## config.mk

```make
export PLATFORM = sky130hd
export DESIGN_NAME = rfet_timer
export DESIGN_NICKNAME = d
export VERILOG_FILES = /design/src/rtl/rfet_pkg.sv /design/src/rtl/rfet_tick_gen.sv /design/src/rtl/rfet_timer.sv
export SDC_FILE = /design/constraint.sdc
export NUM_CORES = 1
export LEC_CHECK = 0
export BUFFER_PORTS_ARGS = -buffer_cell sky130_fd_sc_hd__buf_2
export CORE_ASPECT_RATIO = 1.1
export CORE_UTILIZATION = 61
export CTS_BUF_LIST = sky130_fd_sc_hd__clkbuf_4 sky130_fd_sc_hd__clkbuf_8
export CTS_CLUSTER_SIZE = 40
export DETAILED_ROUTE_END_ITERATION = 8
export PLACE_DENSITY = 0.84
export SLEW_MARGIN = 20
export SYNTH_ARGS = -nofsm -noshare
export SYNTH_HDL_FRONTEND = slang
export SYNTH_SLANG_ARGS = --single-unit
export TNS_END_PERCENT = 20
```

## constraint.sdc

```tcl
create_clock -name core_clk_in -period 5.2 [get_ports core_clk_in]
set_clock_uncertainty 0.2 [all_clocks]
set_input_delay 1.04 -clock core_clk_in [delete_from_list [all_inputs] [get_ports core_clk_in]]
set_output_delay 1.04 -clock core_clk_in [all_outputs]
set_load 0.05 [all_outputs]
```

## src/rtl/rfet_pkg.sv

```systemverilog
// package: register map, field layout and timing constants of the rf timer
package rfet_pkg;

   // ---------------------------------------------------------------
   // register map
   // ---------------------------------------------------------------
   localparam int          ADDR_W         = 12;
   localparam logic [11:0] CFG_INDEX      = 12'h010;
   localparam logic [11:0] CFG_ADDR       = CFG_INDEX << 2;
   localparam logic [11:0] PRESET_ADDR    = 12'h044;
   localparam logic [11:0] VALUE_ADDR     = 12'h048;
   localparam logic [11:0] STATUS_ADDR    = 12'h04C;
   localparam logic [11:0] MASK_ADDR      = 12'h050;

   // ---------------------------------------------------------------
   // configuration fields
   // ---------------------------------------------------------------
   localparam int          CFG_ENABLE     = 0;
   localparam int          CFG_RELOAD     = 1;
   localparam int          CFG_CLK_SRC    = 2;
   localparam int          CFG_RATE_LO    = 3;
   localparam int          CFG_RATE_HI    = 5;
   localparam int          CFG_START_NOW  = 6;
   localparam int          CFG_START_LO   = 7;
   localparam int          CFG_START_HI   = 14;
   localparam int          CFG_STOP_LO    = 15;
   localparam int          CFG_STOP_HI    = 20;
   localparam logic [31:0] CFG_WMASK      = 32'h001F_FFFF;
   localparam logic [31:0] CFG_RESET      = 32'h0000_0000;

   // ---------------------------------------------------------------
   // status and interrupt fields
   // ---------------------------------------------------------------
   localparam int          ST_W           = 3;
   localparam int          ST_EXPIRED     = 0;
   localparam int          ST_STARTED     = 1;
   localparam int          ST_STOPPED     = 2;
   localparam logic [2:0]  ST_RESET       = 3'h0;

   // ---------------------------------------------------------------
   // timing
   // ---------------------------------------------------------------
   localparam longint      CORE_CLK_HZ    = 125_000_000;
   localparam longint      RF_CLK_HZ      = 13_560_000;
   localparam int          PHASE_W        = 24;
   localparam logic [23:0] PHASE_INC      =
      24'((RF_CLK_HZ << PHASE_W) / CORE_CLK_HZ);
   localparam int          PRE_W          = 8;
   localparam int          SYNC_W         = 5;

   // ---------------------------------------------------------------
   // carriers
   // ---------------------------------------------------------------
   // order of start and stop fields matches the register bit order
   typedef struct packed {
      logic rx_nibble;
      logic rx_begin;
      logic rx_end;
      logic tx_begin;
      logic tx_end;
      logic ext_on;
      logic ext_off;
      logic own_on;
      logic own_off;
   } rfet_evt_s;

   typedef struct packed {
      logic       rx_bits_four;
      logic       rx_active;
      logic       tx_active;
      logic       ext_field;
      logic       own_field;
   } rfet_lvl_s;

endpackage

```

## src/rtl/rfet_tick_gen.sv

```systemverilog
// tick source: 13.56 mhz rf-domain rate and its binary prescaled rates
`timescale 1ns/1ns
module rfet_tick_gen
   import rfet_pkg::*;
(
   input  wire logic       core_clk_in,
   input  wire logic       reset_n_in,
   input  wire logic [2:0] rate_sel_in,
   output logic            rf_tick_out,
   output logic            pre_tick_out
);

   logic [PHASE_W-1:0] phase_r;
   logic [PRE_W-1:0]   div_r;
   logic [PHASE_W:0]   phase_sum;
   logic [PRE_W-1:0]   div_mask;

   // ---------------------------------------------------------------
   // helpers
   // ---------------------------------------------------------------
   function automatic logic [PRE_W-1:0] low_ones(input logic [2:0] sel);
      low_ones = PRE_W'((9'h002 << sel) - 9'h001);
   endfunction

   assign phase_sum = {1'b0, phase_r} + {1'b0, PHASE_INC};
   assign div_mask  = low_ones(rate_sel_in);

   // ---------------------------------------------------------------
   // fractional accumulator, carry gives the rf-domain rate
   // ---------------------------------------------------------------
   // jitter of one core cycle per tick; average rate is exact to 24 bits
   always_ff @(posedge core_clk_in or negedge reset_n_in) begin
      if (!reset_n_in) begin
         phase_r     <= '0;
         rf_tick_out <= 1'b0;
      end else begin
         phase_r     <= phase_sum[PHASE_W-1:0];
         rf_tick_out <= phase_sum[PHASE_W];
      end
   end

   // ---------------------------------------------------------------
   // prescaler: code n divides the rf rate by two to the n+1
   // ---------------------------------------------------------------
   always_ff @(posedge core_clk_in or negedge reset_n_in) begin
      if (!reset_n_in) begin
         div_r        <= '0;
         pre_tick_out <= 1'b0;
      end else begin
         if (rf_tick_out) begin
            div_r <= div_r + PRE_W'(1);
         end
         pre_tick_out <= rf_tick_out && ((div_r & div_mask) == div_mask);
      end
   end

   // ---------------------------------------------------------------
   // assertions
   // ---------------------------------------------------------------
   property p_pre_rate;
      @(posedge core_clk_in) disable iff (!reset_n_in)
      pre_tick_out |-> !rf_tick_out ##1 !pre_tick_out;
   endproperty
   a_pre_rate: assert property (p_pre_rate)
      else $error("prescaled tick faster than half rf rate");

endmodule

```

## src/rtl/rfet_timer.sv

```systemverilog
// rf event timer: apb registers, event start/stop, down counter, interrupt
//
// Contract
// - start the timer when frame reception ends, if that selector is set
// - start the timer when transmission begins, if that selector is set
// - start the timer when transmission ends, if that selector is set
// - start the timer when an external field appears, if selected
// - start the timer when the external field vanishes, if selected
// - start the timer when the own field switches on, if selected
// - start the timer when the own field switches off, if selected
// - immediate start selector starts the timer without waiting for events, only if enable was already set before that write
// - tick-rate field bits 3..5: 6.78 mhz at 000, halving to 53 khz
// - clock-source bit 0 counts at 13.56 mhz, 1 at the prescaled tick
// - auto-reload clear: timer stops at expiry and holds zero
// - auto-reload set: timer reloads preset at expiry and keeps counting
// - timer operates only while enable bit 0 is set (reset value 0); clearing it holds the count
// - stop selectors in bits 15..20 halt the running timer on their events
// - reception-begin selector in bit 14 starts the timer on the first bit
`timescale 1ns/1ns
module rfet_timer
   import rfet_pkg::*;
#(
   parameter int CNT_W = 20
)(
   input  wire logic              core_clk_in,
   input  wire logic              reset_n_in,
   input  wire logic              psel_in,
   input  wire logic              penable_in,
   input  wire logic              pwrite_in,
   input  wire logic [ADDR_W-1:0] paddr_in,
   input  wire logic [31:0]       pwdata_in,
   output logic [31:0]            prdata_out,
   output logic                   pready_out,
   output logic                   pslverr_out,
   input  wire logic              rx_active_in,
   input  wire logic              rx_bits_four_in,
   input  wire logic              tx_active_in,
   input  wire logic              ext_field_in,
   input  wire logic              own_field_in,
   output logic                   timer_running_out,
   output logic                   timer_expired_out,
   output logic                   irq_out
);

   typedef enum logic [2:0] {
      ST_IDLE  = 3'b001,
      ST_ARMED = 3'b010,
      ST_RUN   = 3'b100
   } rfet_state_e;

   rfet_state_e      state_r;
   rfet_state_e      state_nxt;
   logic [31:0]      cfg_r;
   logic [CNT_W-1:0] preset_r;
   logic [CNT_W-1:0] count_r;
   logic [CNT_W-1:0] count_nxt;
   logic [ST_W-1:0]  status_r;
   logic [ST_W-1:0]  mask_r;
   logic [ST_W-1:0]  st_set;
   logic [ST_W-1:0]  st_clr;
   logic [ST_W-1:0]  status_nxt;
   rfet_lvl_s        sync1_r;
   rfet_lvl_s        sync2_r;
   rfet_lvl_s        prev_r;
   rfet_evt_s        evt;
   logic             now_pulse_r;
   logic             rf_tick;
   logic             pre_tick;
   logic             tick;
   logic             start_hit;
   logic             stop_hit;
   logic             expire;
   logic             bus_req;
   logic             bus_done;
   logic             wr_done;
   logic [7:0]       start_vec;
   logic [5:0]       stop_vec;

   // ---------------------------------------------------------------
   // helpers
   // ---------------------------------------------------------------
   function automatic logic addr_hit(input logic [ADDR_W-1:0] a);
      addr_hit = (a == CFG_ADDR) || (a == PRESET_ADDR) ||
                 (a == VALUE_ADDR) || (a == STATUS_ADDR) ||
                 (a == MASK_ADDR);
   endfunction

   // ---------------------------------------------------------------
   // apb slave: one wait cycle, effects at the pready edge
   // ---------------------------------------------------------------
   assign bus_req  = psel_in && penable_in && !pready_out;
   assign bus_done = psel_in && penable_in && pready_out;
   assign wr_done  = bus_done && pwrite_in && !pslverr_out;

   always_ff @(posedge core_clk_in or negedge reset_n_in) begin
      if (!reset_n_in) begin
         pready_out  <= 1'b0;
         pslverr_out <= 1'b0;
         prdata_out  <= 32'h0000_0000;
      end else begin
         pready_out  <= bus_req;
         pslverr_out <= bus_req && !addr_hit(paddr_in);
         if (bus_req && !pwrite_in) begin
            unique case (paddr_in)
               CFG_ADDR:    prdata_out <= cfg_r;
               PRESET_ADDR: prdata_out <= 32'(preset_r);
               VALUE_ADDR:  prdata_out <= 32'(count_r);
               STATUS_ADDR: prdata_out <= 32'(status_r);
               MASK_ADDR:   prdata_out <= 32'(mask_r);
               default:     prdata_out <= 32'h0000_0000;
            endcase
         end
      end
   end

   // ---------------------------------------------------------------
   // configuration, preset and mask registers
   // ---------------------------------------------------------------
   always_ff @(posedge core_clk_in or negedge reset_n_in) begin
      if (!reset_n_in) begin
         cfg_r       <= CFG_RESET;
         preset_r    <= '0;
         mask_r      <= ST_RESET;
         now_pulse_r <= 1'b0;
      end else begin
         now_pulse_r <= 1'b0;
         if (wr_done && paddr_in == CFG_ADDR) begin
            cfg_r       <= pwdata_in & CFG_WMASK;
            // immediate start fires once per write, not as a level
            now_pulse_r <= pwdata_in[CFG_START_NOW] && pwdata_in[CFG_ENABLE];
         end
         if (wr_done && paddr_in == PRESET_ADDR) begin
            preset_r <= pwdata_in[CNT_W-1:0];
         end
         if (wr_done && paddr_in == MASK_ADDR) begin
            mask_r <= pwdata_in[ST_W-1:0];
         end
      end
   end

   // ---------------------------------------------------------------
   // rf status inputs: two-stage synchroniser, then edge detect
   // ---------------------------------------------------------------
   always_ff @(posedge core_clk_in or negedge reset_n_in) begin
      if (!reset_n_in) begin
         sync1_r <= '0;
         sync2_r <= '0;
         prev_r  <= '0;
      end else begin
         sync1_r <= {rx_bits_four_in, rx_active_in, tx_active_in,
                     ext_field_in, own_field_in};
         sync2_r <= sync1_r;
         prev_r  <= sync2_r;
      end
   end

   always_comb begin
      evt.rx_nibble = sync2_r.rx_bits_four && !prev_r.rx_bits_four;
      evt.rx_begin  = sync2_r.rx_active && !prev_r.rx_active;
      evt.rx_end    = !sync2_r.rx_active && prev_r.rx_active;
      evt.tx_begin  = sync2_r.tx_active && !prev_r.tx_active;
      evt.tx_end    = !sync2_r.tx_active && prev_r.tx_active;
      evt.ext_on    = sync2_r.ext_field && !prev_r.ext_field;
      evt.ext_off   = !sync2_r.ext_field && prev_r.ext_field;
      evt.own_on    = sync2_r.own_field && !prev_r.own_field;
      evt.own_off   = !sync2_r.own_field && prev_r.own_field;
   end
   assign start_vec = {evt.rx_begin, evt.rx_end, evt.tx_begin, evt.tx_end,
                       evt.ext_on, evt.ext_off, evt.own_on, evt.own_off};
   assign stop_vec  = {evt.rx_nibble, evt.tx_begin, evt.ext_on,
                       evt.ext_off, evt.own_on, evt.own_off};

   // ---------------------------------------------------------------
   // tick selection
   // ---------------------------------------------------------------
   rfet_tick_gen u_tick (
      .core_clk_in  (core_clk_in),
      .reset_n_in   (reset_n_in),
      .rate_sel_in  (cfg_r[CFG_RATE_HI:CFG_RATE_LO]),
      .rf_tick_out  (rf_tick),
      .pre_tick_out (pre_tick)
   );
   assign tick = cfg_r[CFG_CLK_SRC] ? pre_tick : rf_tick;

   // ---------------------------------------------------------------
   // start, stop and expiry
   // ---------------------------------------------------------------
   // any selected event starts; only the armed state listens
   assign start_hit = (state_r == ST_ARMED) &&
                      ((|(start_vec & cfg_r[CFG_START_HI:CFG_START_LO])) ||
                       now_pulse_r);
   assign stop_hit  = (state_r == ST_RUN) &&
                      (|(stop_vec & cfg_r[CFG_STOP_HI:CFG_STOP_LO]));
   // a preset of zero expires on the first tick
   assign expire    = (state_r == ST_RUN) && tick && !stop_hit &&
                      (count_r <= CNT_W'(1));

   always_comb begin
      state_nxt = state_r;
      unique case (state_r)
         ST_IDLE:  state_nxt = ST_ARMED;
         ST_ARMED: if (start_hit) begin
            state_nxt = ST_RUN;
         end
         ST_RUN:   if (stop_hit || (expire && !cfg_r[CFG_RELOAD])) begin
            state_nxt = ST_ARMED;
         end
      endcase
      if (!cfg_r[CFG_ENABLE]) begin
         state_nxt = ST_IDLE;
      end
   end

   always_comb begin
      count_nxt = count_r;
      if (start_hit) begin
         count_nxt = preset_r;
      end else if (expire) begin
         count_nxt = cfg_r[CFG_RELOAD] ? preset_r : '0;
      end else if (state_r == ST_RUN && tick && !stop_hit) begin
         count_nxt = count_r - CNT_W'(1);
      end
   end

   always_ff @(posedge core_clk_in or negedge reset_n_in) begin
      if (!reset_n_in) begin
         state_r <= ST_IDLE;
         count_r <= '0;
      end else begin
         state_r <= state_nxt;
         count_r <= count_nxt;
      end
   end

   // ---------------------------------------------------------------
   // status, interrupt and event outputs
   // ---------------------------------------------------------------
   assign st_set     = {stop_hit, start_hit && cfg_r[CFG_ENABLE], expire};
   assign st_clr     = (wr_done && paddr_in == STATUS_ADDR) ?
                       pwdata_in[ST_W-1:0] : '0;
   // set wins over a write-one clear in the same cycle
   assign status_nxt = (status_r & ~st_clr) | st_set;

   always_ff @(posedge core_clk_in or negedge reset_n_in) begin
      if (!reset_n_in) begin
         status_r <= ST_RESET;
      end else begin
         status_r <= status_nxt;
      end
   end

   always_ff @(posedge core_clk_in or negedge reset_n_in) begin
      if (!reset_n_in) begin
         irq_out           <= 1'b0;
         timer_expired_out <= 1'b0;
         timer_running_out <= 1'b0;
      end else begin
         irq_out           <= |(status_nxt & mask_r);
         timer_expired_out <= expire;
         timer_running_out <= (state_nxt == ST_RUN);
      end
   end

   // ---------------------------------------------------------------
   // assertions
   // ---------------------------------------------------------------
   property p_enable_gate;
      @(posedge core_clk_in) disable iff (!reset_n_in)
      !cfg_r[CFG_ENABLE] |=> (state_r == ST_IDLE) && !timer_running_out;
   endproperty
   a_enable_gate: assert property (p_enable_gate)
      else $error("timer active while disabled");
   property p_start_now;
      @(posedge core_clk_in) disable iff (!reset_n_in)
      (state_r == ST_ARMED) && cfg_r[CFG_ENABLE] && now_pulse_r
      |=> (state_r == ST_RUN) && (count_r == $past(preset_r));
   endproperty
   a_start_now: assert property (p_start_now)
      else $error("immediate start did not load preset");
   property p_rx_end_start;
      @(posedge core_clk_in) disable iff (!reset_n_in)
      (state_r == ST_ARMED) && cfg_r[CFG_ENABLE] && cfg_r[CFG_START_HI-1] &&
      evt.rx_end |=> (state_r == ST_RUN) && timer_running_out;
   endproperty
   a_rx_end_start: assert property (p_rx_end_start)
      else $error("reception end did not start timer");
   property p_own_on_start;
      @(posedge core_clk_in) disable iff (!reset_n_in)
      $rose(sync2_r.own_field) && (state_r == ST_ARMED) &&
      cfg_r[CFG_ENABLE] && cfg_r[CFG_START_LO+1] |=> state_r == ST_RUN;
   endproperty
   a_own_on_start: assert property (p_own_on_start)
      else $error("own field on did not start timer");
   property p_no_reload;
      @(posedge core_clk_in) disable iff (!reset_n_in)
      expire && cfg_r[CFG_ENABLE] && !cfg_r[CFG_RELOAD]
      |=> (count_r == '0) && (state_r == ST_ARMED) && timer_expired_out;
   endproperty
   a_no_reload: assert property (p_no_reload)
      else $error("timer did not halt at zero");
   property p_reload;
      @(posedge core_clk_in) disable iff (!reset_n_in)
      expire && cfg_r[CFG_ENABLE] && cfg_r[CFG_RELOAD]
      |=> (count_r == $past(preset_r)) && (state_r == ST_RUN);
   endproperty
   a_reload: assert property (p_reload)
      else $error("timer did not reload preset");
   property p_expire_flag;
      @(posedge core_clk_in) disable iff (!reset_n_in)
      expire |=> timer_expired_out && status_r[ST_EXPIRED]
      ##1 !timer_expired_out;
   endproperty
   a_expire_flag: assert property (p_expire_flag)
      else $error("expiry not reported");
   property p_ignore_start;
      @(posedge core_clk_in) disable iff (!reset_n_in)
      (state_r == ST_RUN) && cfg_r[CFG_ENABLE] && !tick &&
      !stop_hit && (|start_vec) |=> count_r == $past(count_r);
   endproperty
   a_ignore_start: assert property (p_ignore_start)
      else $error("start event disturbed running timer");
   property p_stop;
      @(posedge core_clk_in) disable iff (!reset_n_in)
      stop_hit && cfg_r[CFG_ENABLE] |=> (state_r == ST_ARMED) &&
      (count_r == $past(count_r)) && !timer_running_out;
   endproperty
   a_stop: assert property (p_stop)
      else $error("stop event did not halt timer");
   property p_rf_rate;
      @(posedge core_clk_in) disable iff (!reset_n_in)
      (state_r == ST_RUN) && cfg_r[CFG_ENABLE] && !cfg_r[CFG_CLK_SRC] &&
      rf_tick && !stop_hit && (count_r > CNT_W'(1))
      |=> count_r == $past(count_r) - CNT_W'(1);
   endproperty
   a_rf_rate: assert property (p_rf_rate)
      else $error("timer missed an rf-domain tick");
endmodule

```

==> results_dict.tcl, run 1 <==
set metrics [dict create \
    drv_slew 0 \
    hold_viol 0 \
    grt_pass1_vias 5489 \
    powerDensity_nw_per_um2 282 \
    synthCells 660 \
    nNetsFinal 776 \
    min_from "sync1_r[1]" \
    die_w_um 104 \
    fp-row-count 40 \
    syn-cell-area_sq_um 6970 \
    required_ns 5.32 \
    ys.warnings.count 0 \
    final_layout_size_suffix_gt1_frac 0.225 \
    crit_type "primary input to flip-flop" \
    worstPathArrival_ns 3.38 \
    r2r_end "count_r[14]" \
    postRouteAntennaNets 0 \
    status "finished clean" \
    peakVddDrop_v 0.000212 \
    io_pins 91 \
    synthArstFlopShare 1.00 \
    finalNonFillerCells 876 \
    worstHoldPathCells 0 \
    grt_first_pass_wirelength_um 26800 \
    post_cts_buffers 0 \
    pwr-share-clk 0.448 \
    grt.total_usage 0.290 \
    holdWs_ns 0.149 \
    max_clock_freq_ghz 0.307 \
    fin_crit_ns 3.26 \
    timing.final.ws_setup_ns 1.94 \
    seq_area_frac_synth 0.514 \
    drtPass1Iterations 6 \
    startpoint_type "primary input" \
    endpoint_kind "flip-flop" \
    place_ws_ns 1.49 \
    clk_pin_slew_ns 0.07 \
    clockBufferDepth 2 \
    grt_antenna_before_repair 0 \
    finalCritPeriodShare 0.627 \
    cp_cell_sequence "buf_2, or4_4, or3_1, nor4_4, buf_4, mux2_2" \
    critical-path-top-delay-family "simple AND/OR/NAND/NOR gates" \
    cts.htree.levels 4 \
    p_leak_nw 3.68 \
    internal_power_mw 1.72 \
    critPathMaxFanout 24 \
    start_util 0.633 \
    dieArea_sq_um 11900 \
    drc 0 \
    gp_congestion 0.894 \
    holdBufCountCts 0 \
    min_path_type "flip-flop to flip-flop" \
    cts_buffers 17 \
    power_frac_comb 0.043 \
    maxCapViolations 0 \
    min_to "sync2_r[1]" \
    cts_tree "yes" \
    crit_buf_inv 2 \
    power.net_switching_mw 0.486 \
    port_buffers 68 \
    maxSlewHeadroom 0.349 \
    layout_commonest_cell "dfrtp_1" \
    power.share.switching 0.220 \
    dominantRegCellSynth "dfrtp_1" \
    rr_worst_depth 7 \
    core_area_sq_um 11000 \
    wl_um 16300 \
    p_seq_frac 0.510 \
    cts_resized 0 \
    drt-initial-drc-count 453 \
    multi_input_area_sq_um 3150 \
    rsz0062_at_grt "no" \
    r2r_start "count_r[0]" \
    cts_root_buf "clkbuf_8" \
    synth_cell_types 56 \
    dpl.hpwl_um 11000 \
    fillers 784 \
    rrSetupSlack_ns 2.04 \
    viasPerCell 6.23 \
    crit_path_max_incr_delay_ns 0.67 \
    grt_overflow_total 0 \
    seq_area_sq_um 3580 \
    fin_tns_setup_ns 0 \
    avgSynthCellArea_sq_um 10.6 \
    mostFrequentLayoutCells "dfrtp_1 (142), buf_2 (67), nand2_1 (66), nor2_1 (52), mux2_2 (43)" \
    worst_slew_pin_slew_ns 0.976 \
    detail_route.wl_per_cell_um 18.6 \
    ys_ff_latch 143 \
    dieHeight_um 114 \
    grt_max_degree 111 \
    crit_slowest_cell "or3_1" \
    antenna_cells 0 \
    setup_viol 0 \
    vias 5457 \
    clk_latency_ns 0.44 \
    cts.sinks 143 \
    dp_cells 845 \
    synth_enable_flop_cells 0 \
    syn2layout_area_growth_pct 12.1 \
]
==> per-stage QoR <==
stage                      util  total power, mW  instance area, sq um
final                     0.709             2.20                  7810
after global routing      0.709             2.27                  7810
after CTS                 0.709             2.21                  7800
after detailed placement  0.668             1.24                  7350
after global placement    0.668             1.24                  7350
after floorplan               -             1.20                  7000
==> final cells by class <==
class / count / share of cell area
Timing Repair Buffer: 76 / 0.0521
Multi-Input combinational cell: 468 / 0.403
Clock inverter: 9 / 0.0200
Inverter: 11 / 0.00529
Clock buffer: 22 / 0.0380
Tap cell: 147 / 0.0235
Sequential cell: 143 / 0.458
==> synthesized netlist by cell type, types with 14 or more instances <==
library cell / count / share of area
xnor2_1: 20 / 0.025
nor3_1: 14 / 0.010
clkbuf_1: 28 / 0.015
dfrtp_1: 142 / 0.51
nand3_1: 15 / 0.011
a21oi_1: 30 / 0.022
mux2_2: 43 / 0.070
o31ai_1: 22 / 0.024
o21ai_0: 33 / 0.024
mux2i_1: 20 / 0.029
nor2_1: 53 / 0.029
nand2_1: 66 / 0.036
==> flip-flops by register name, summed over array words and instances (netlist names), 8 cells and up <==
register	cells
u_tick.div_r	8
count_r	20
preset_r	20
prdata_out	21
u_tick.phase_r	21
cfg_r	21
==> logic make-up after synthesis <==
kind of cell	count (synthesis)	share of synthesized area
flops	143	0.514
fa+ha+maj	5	0.00898
simple gates	210	0.152
compound gates	143	0.133
buf+inv	59	0.0418
mux	66	0.108
xor+xnor	33	0.0415
other cells	1	0.000538
==> power by group through the flow <==
stage / registers, mW / clock network [mW] / logic, mW
3_5_place_dp: 1.14 / 0 / 0.0948
3_3_place_gp: 1.14 / 0 / 0.0921
4_1_cts: 1.12 / 0.996 / 0.0949
5_1_grt: 1.12 / 1.04 / 0.103
6_report: 1.12 / 0.987 / 0.0945
2_1_floorplan: 1.15 / 0 / 0.0489
==> metal layers <==
layer	part of all wire	vias up	track usage	routed length [um]
met5	0	-	0	0
met4	0.036	0	0.154	593
met3	0.081	63	0.0700	1320
met2	0.49	278	0.470	7960
met1	0.39	2636	0.364	6390
li1	-	2480	-	-
==> how the worst max path moves through the flow <==
| stage | startpoint | endpoint | slack [ns] | depth (start not counted) |
|---|---|---|---|---|
| CTS | paddr_in[9] | cfg_r[12] | 1.96 | 6 |
| global placement | paddr_in[9] | cfg_r[13] | 1.57 | 6 |
| floorplan | paddr_in[9] | cfg_r[10] | 1.97 | 6 |
| global route | count_r[0] | count_r[14] | 1.84 | 7 |
| detailed placement | paddr_in[9] | cfg_r[12] | 1.49 | 6 |
| finish | paddr_in[9] | cfg_r[12] | 1.94 | 6 |
(Power assumes the default switching activity.)
==> inputs of run 2 (changes only) <==
--- a/config.mk
+++ b/config.mk
@@ -7,11 +7,11 @@
 export LEC_CHECK = 0
 export BUFFER_PORTS_ARGS = -buffer_cell sky130_fd_sc_hd__buf_2
 export CORE_ASPECT_RATIO = 1.1
-export CORE_UTILIZATION = 61
+export CORE_UTILIZATION = 54
 export CTS_BUF_LIST = sky130_fd_sc_hd__clkbuf_4 sky130_fd_sc_hd__clkbuf_8
 export CTS_CLUSTER_SIZE = 40
 export DETAILED_ROUTE_END_ITERATION = 8
-export PLACE_DENSITY = 0.84
+export PLACE_DENSITY = 0.78
 export SLEW_MARGIN = 20
 export SYNTH_ARGS = -nofsm -noshare
 export SYNTH_HDL_FRONTEND = slang
==> constraint.sdc (replaced) <==
create_clock -name core_clk_in -period 2.7 [get_ports core_clk_in]
set_clock_uncertainty 0.2 [all_clocks]
set_input_delay 0.54 -clock core_clk_in [delete_from_list [all_inputs] [get_ports core_clk_in]]
set_output_delay 0.54 -clock core_clk_in [all_outputs]
set_load 0.05 [all_outputs]
==> results_dict.tcl, run 2 (synthesis gave the netlist of run 1 again) <==
set metrics [dict create \
    maxCapViolations 0 \
    hold_viol 0 \
    mostFrequentLayoutCells "dfrtp_1 (142), buf_2 (67), nand2_1 (66), nor2_1 (52), mux2_2 (43)" \
    crit_path_max_incr_delay_ns 0.52 \
    drc 0 \
    layout_commonest_cell "dfrtp_1" \
    startpoint_type "flip-flop" \
    dieArea_sq_um 13400 \
    fin_crit_ns 2.54 \
    drv_slew 0 \
    p_leak_nw 3.82 \
    drtPass1Iterations 6 \
    grt_max_degree 54 \
    die_w_um 110 \
    peakVddDrop_v 0.000350 \
    worst_slew_pin_slew_ns 0.846 \
    start_util 0.553 \
    port_buffers 68 \
    post_cts_buffers 0 \
    dieHeight_um 121 \
    grt_overflow_total 0 \
    crit_type "flip-flop to flip-flop" \
    dpl.hpwl_um 11500 \
    clk_latency_ns 0.44 \
    gp_congestion 0.859 \
    cts_root_buf "clkbuf_8" \
    postRouteAntennaNets 0 \
    grt_first_pass_wirelength_um 26700 \
    wl_met2_um 8230 \
    worstHoldPathCells 3 \
    rrSetupSlack_ns 0.16 \
    vias 5548 \
    required_ns 2.87 \
    syn2layout_area_growth_pct 16.0 \
    endpoint_kind "flip-flop" \
    final_layout_size_suffix_gt1_frac 0.245 \
    crit_slowest_cell "or3b_2" \
    rr_worst_depth 6 \
    io_pins 91 \
    status "finished clean" \
    clockBufferDepth 2 \
    core_area_sq_um 12600 \
    crit_buf_inv 1 \
    viasPerCell 6.08 \
    drt-initial-drc-count 411 \
    cts_buffers 17 \
    min_to "cfg_r[5]" \
    r2r_end "irq_out" \
    nNetsFinal 801 \
    cts.htree.levels 4 \
    grt_pass1_vias 5320 \
    max_clock_freq_ghz 0.394 \
    grt_antenna_before_repair 0 \
    fp-row-count 43 \
    maxSlewHeadroom 0.436 \
    cts_tree "yes" \
    grt.total_usage 0.263 \
    antenna_cells 0 \
    finalPower_mw 4.21 \
    wl_met3_um 1140 \
    setup_viol 0 \
    min_path_type "primary input to flip-flop" \
    wl_um 16400 \
    fin_area_sq_um 8080 \
    drt-met1-wl_um 6760 \
    detail_route.wl_per_cell_um 18.0 \
    dr.max_layer_used "met4" \
    cts.sinks 143 \
    min_from "pwdata_in[5]" \
    rsz0062_at_grt "no" \
    powerDensity_nw_per_um2 521 \
    cp_cell_sequence "or3b_2, nor4bb_2, nand2_1, buf_4, o21ai_0, a221o_1" \
    critPathMaxFanout 8 \
    place_area_sq_um 7570 \
    finalCritPeriodShare 0.939 \
    top_regs "cfg_r (21), prdata_out (21), u_tick.phase_r (21)" \
    critical-path-top-delay-family "simple AND/OR/NAND/NOR gates" \
    clk_pin_slew_ns 0.08 \
    r2r_start "state_r[1]" \
    worstPathArrival_ns 2.71 \
    holdWs_ns 0.124 \
]
-- run 2: how the worst max path moves through the flow --
stage	from	endpoint	slack [ns]	cells after the start
2_1_floorplan	paddr_in[9]	cfg_r[10]	-0.03	6
3_3_place_gp	paddr_in[9]	irq_out	-0.04	7
3_5_place_dp	paddr_in[9]	irq_out	-0.13	7
4_1_cts	state_r[1]	irq_out	0.05	6
5_1_grt	state_r[1]	irq_out	0.05	6
6_report	state_r[1]	irq_out	0.16	6
-- run 2: metal layers --
layer	track usage	up-vias
met2	0.438	237
met3	0.0585	29
met4	0.0839	0
met5	0	-
met1	0.340	2749
li1	-	2533
-- run 2: per-stage QoR --
step	setup TNS (ns)	setup WS, ns	utilization	instances
3_3_place_gp	-0.583	-0.0370	0.601	874
4_1_cts	0	0.0458	0.641	912
3_5_place_dp	-2.19	-0.130	0.601	874
6_report	0	0.165	0.642	912
2_1_floorplan	-0.414	-0.0336	-	670
5_1_grt	0	0.0542	0.642	912
-- run 2: timing repair --
item                                   4_1_cts  5_1_grt
setup endpoints to repair                    1        5
hold buffers                                 6        0
endpoints found under the hold margin       47        0
gates resized for setup                      1        2
-- run 2: cell type report --
class,instances,area [sq um]
fill,995,4510
sequential,143,3580
multi-input combinational,468,3150
timing repair buffer,101,672
clock buffer,21,277
tap,157,196
clock inverter,11,164
inverter,11,41.3
-- run 2: where the power goes --
group	total (mW)	switching, mW	internal, mW
clock network	1.85	0.783	1.07
logic	0.197	0.139	0.0580
registers	2.16	0.00962	2.15
-- run 2: worst min-delay path: stages --
cell	delay (ns)
buf_2	0.09
nand2_1	0.04
o21ai_0	0.06
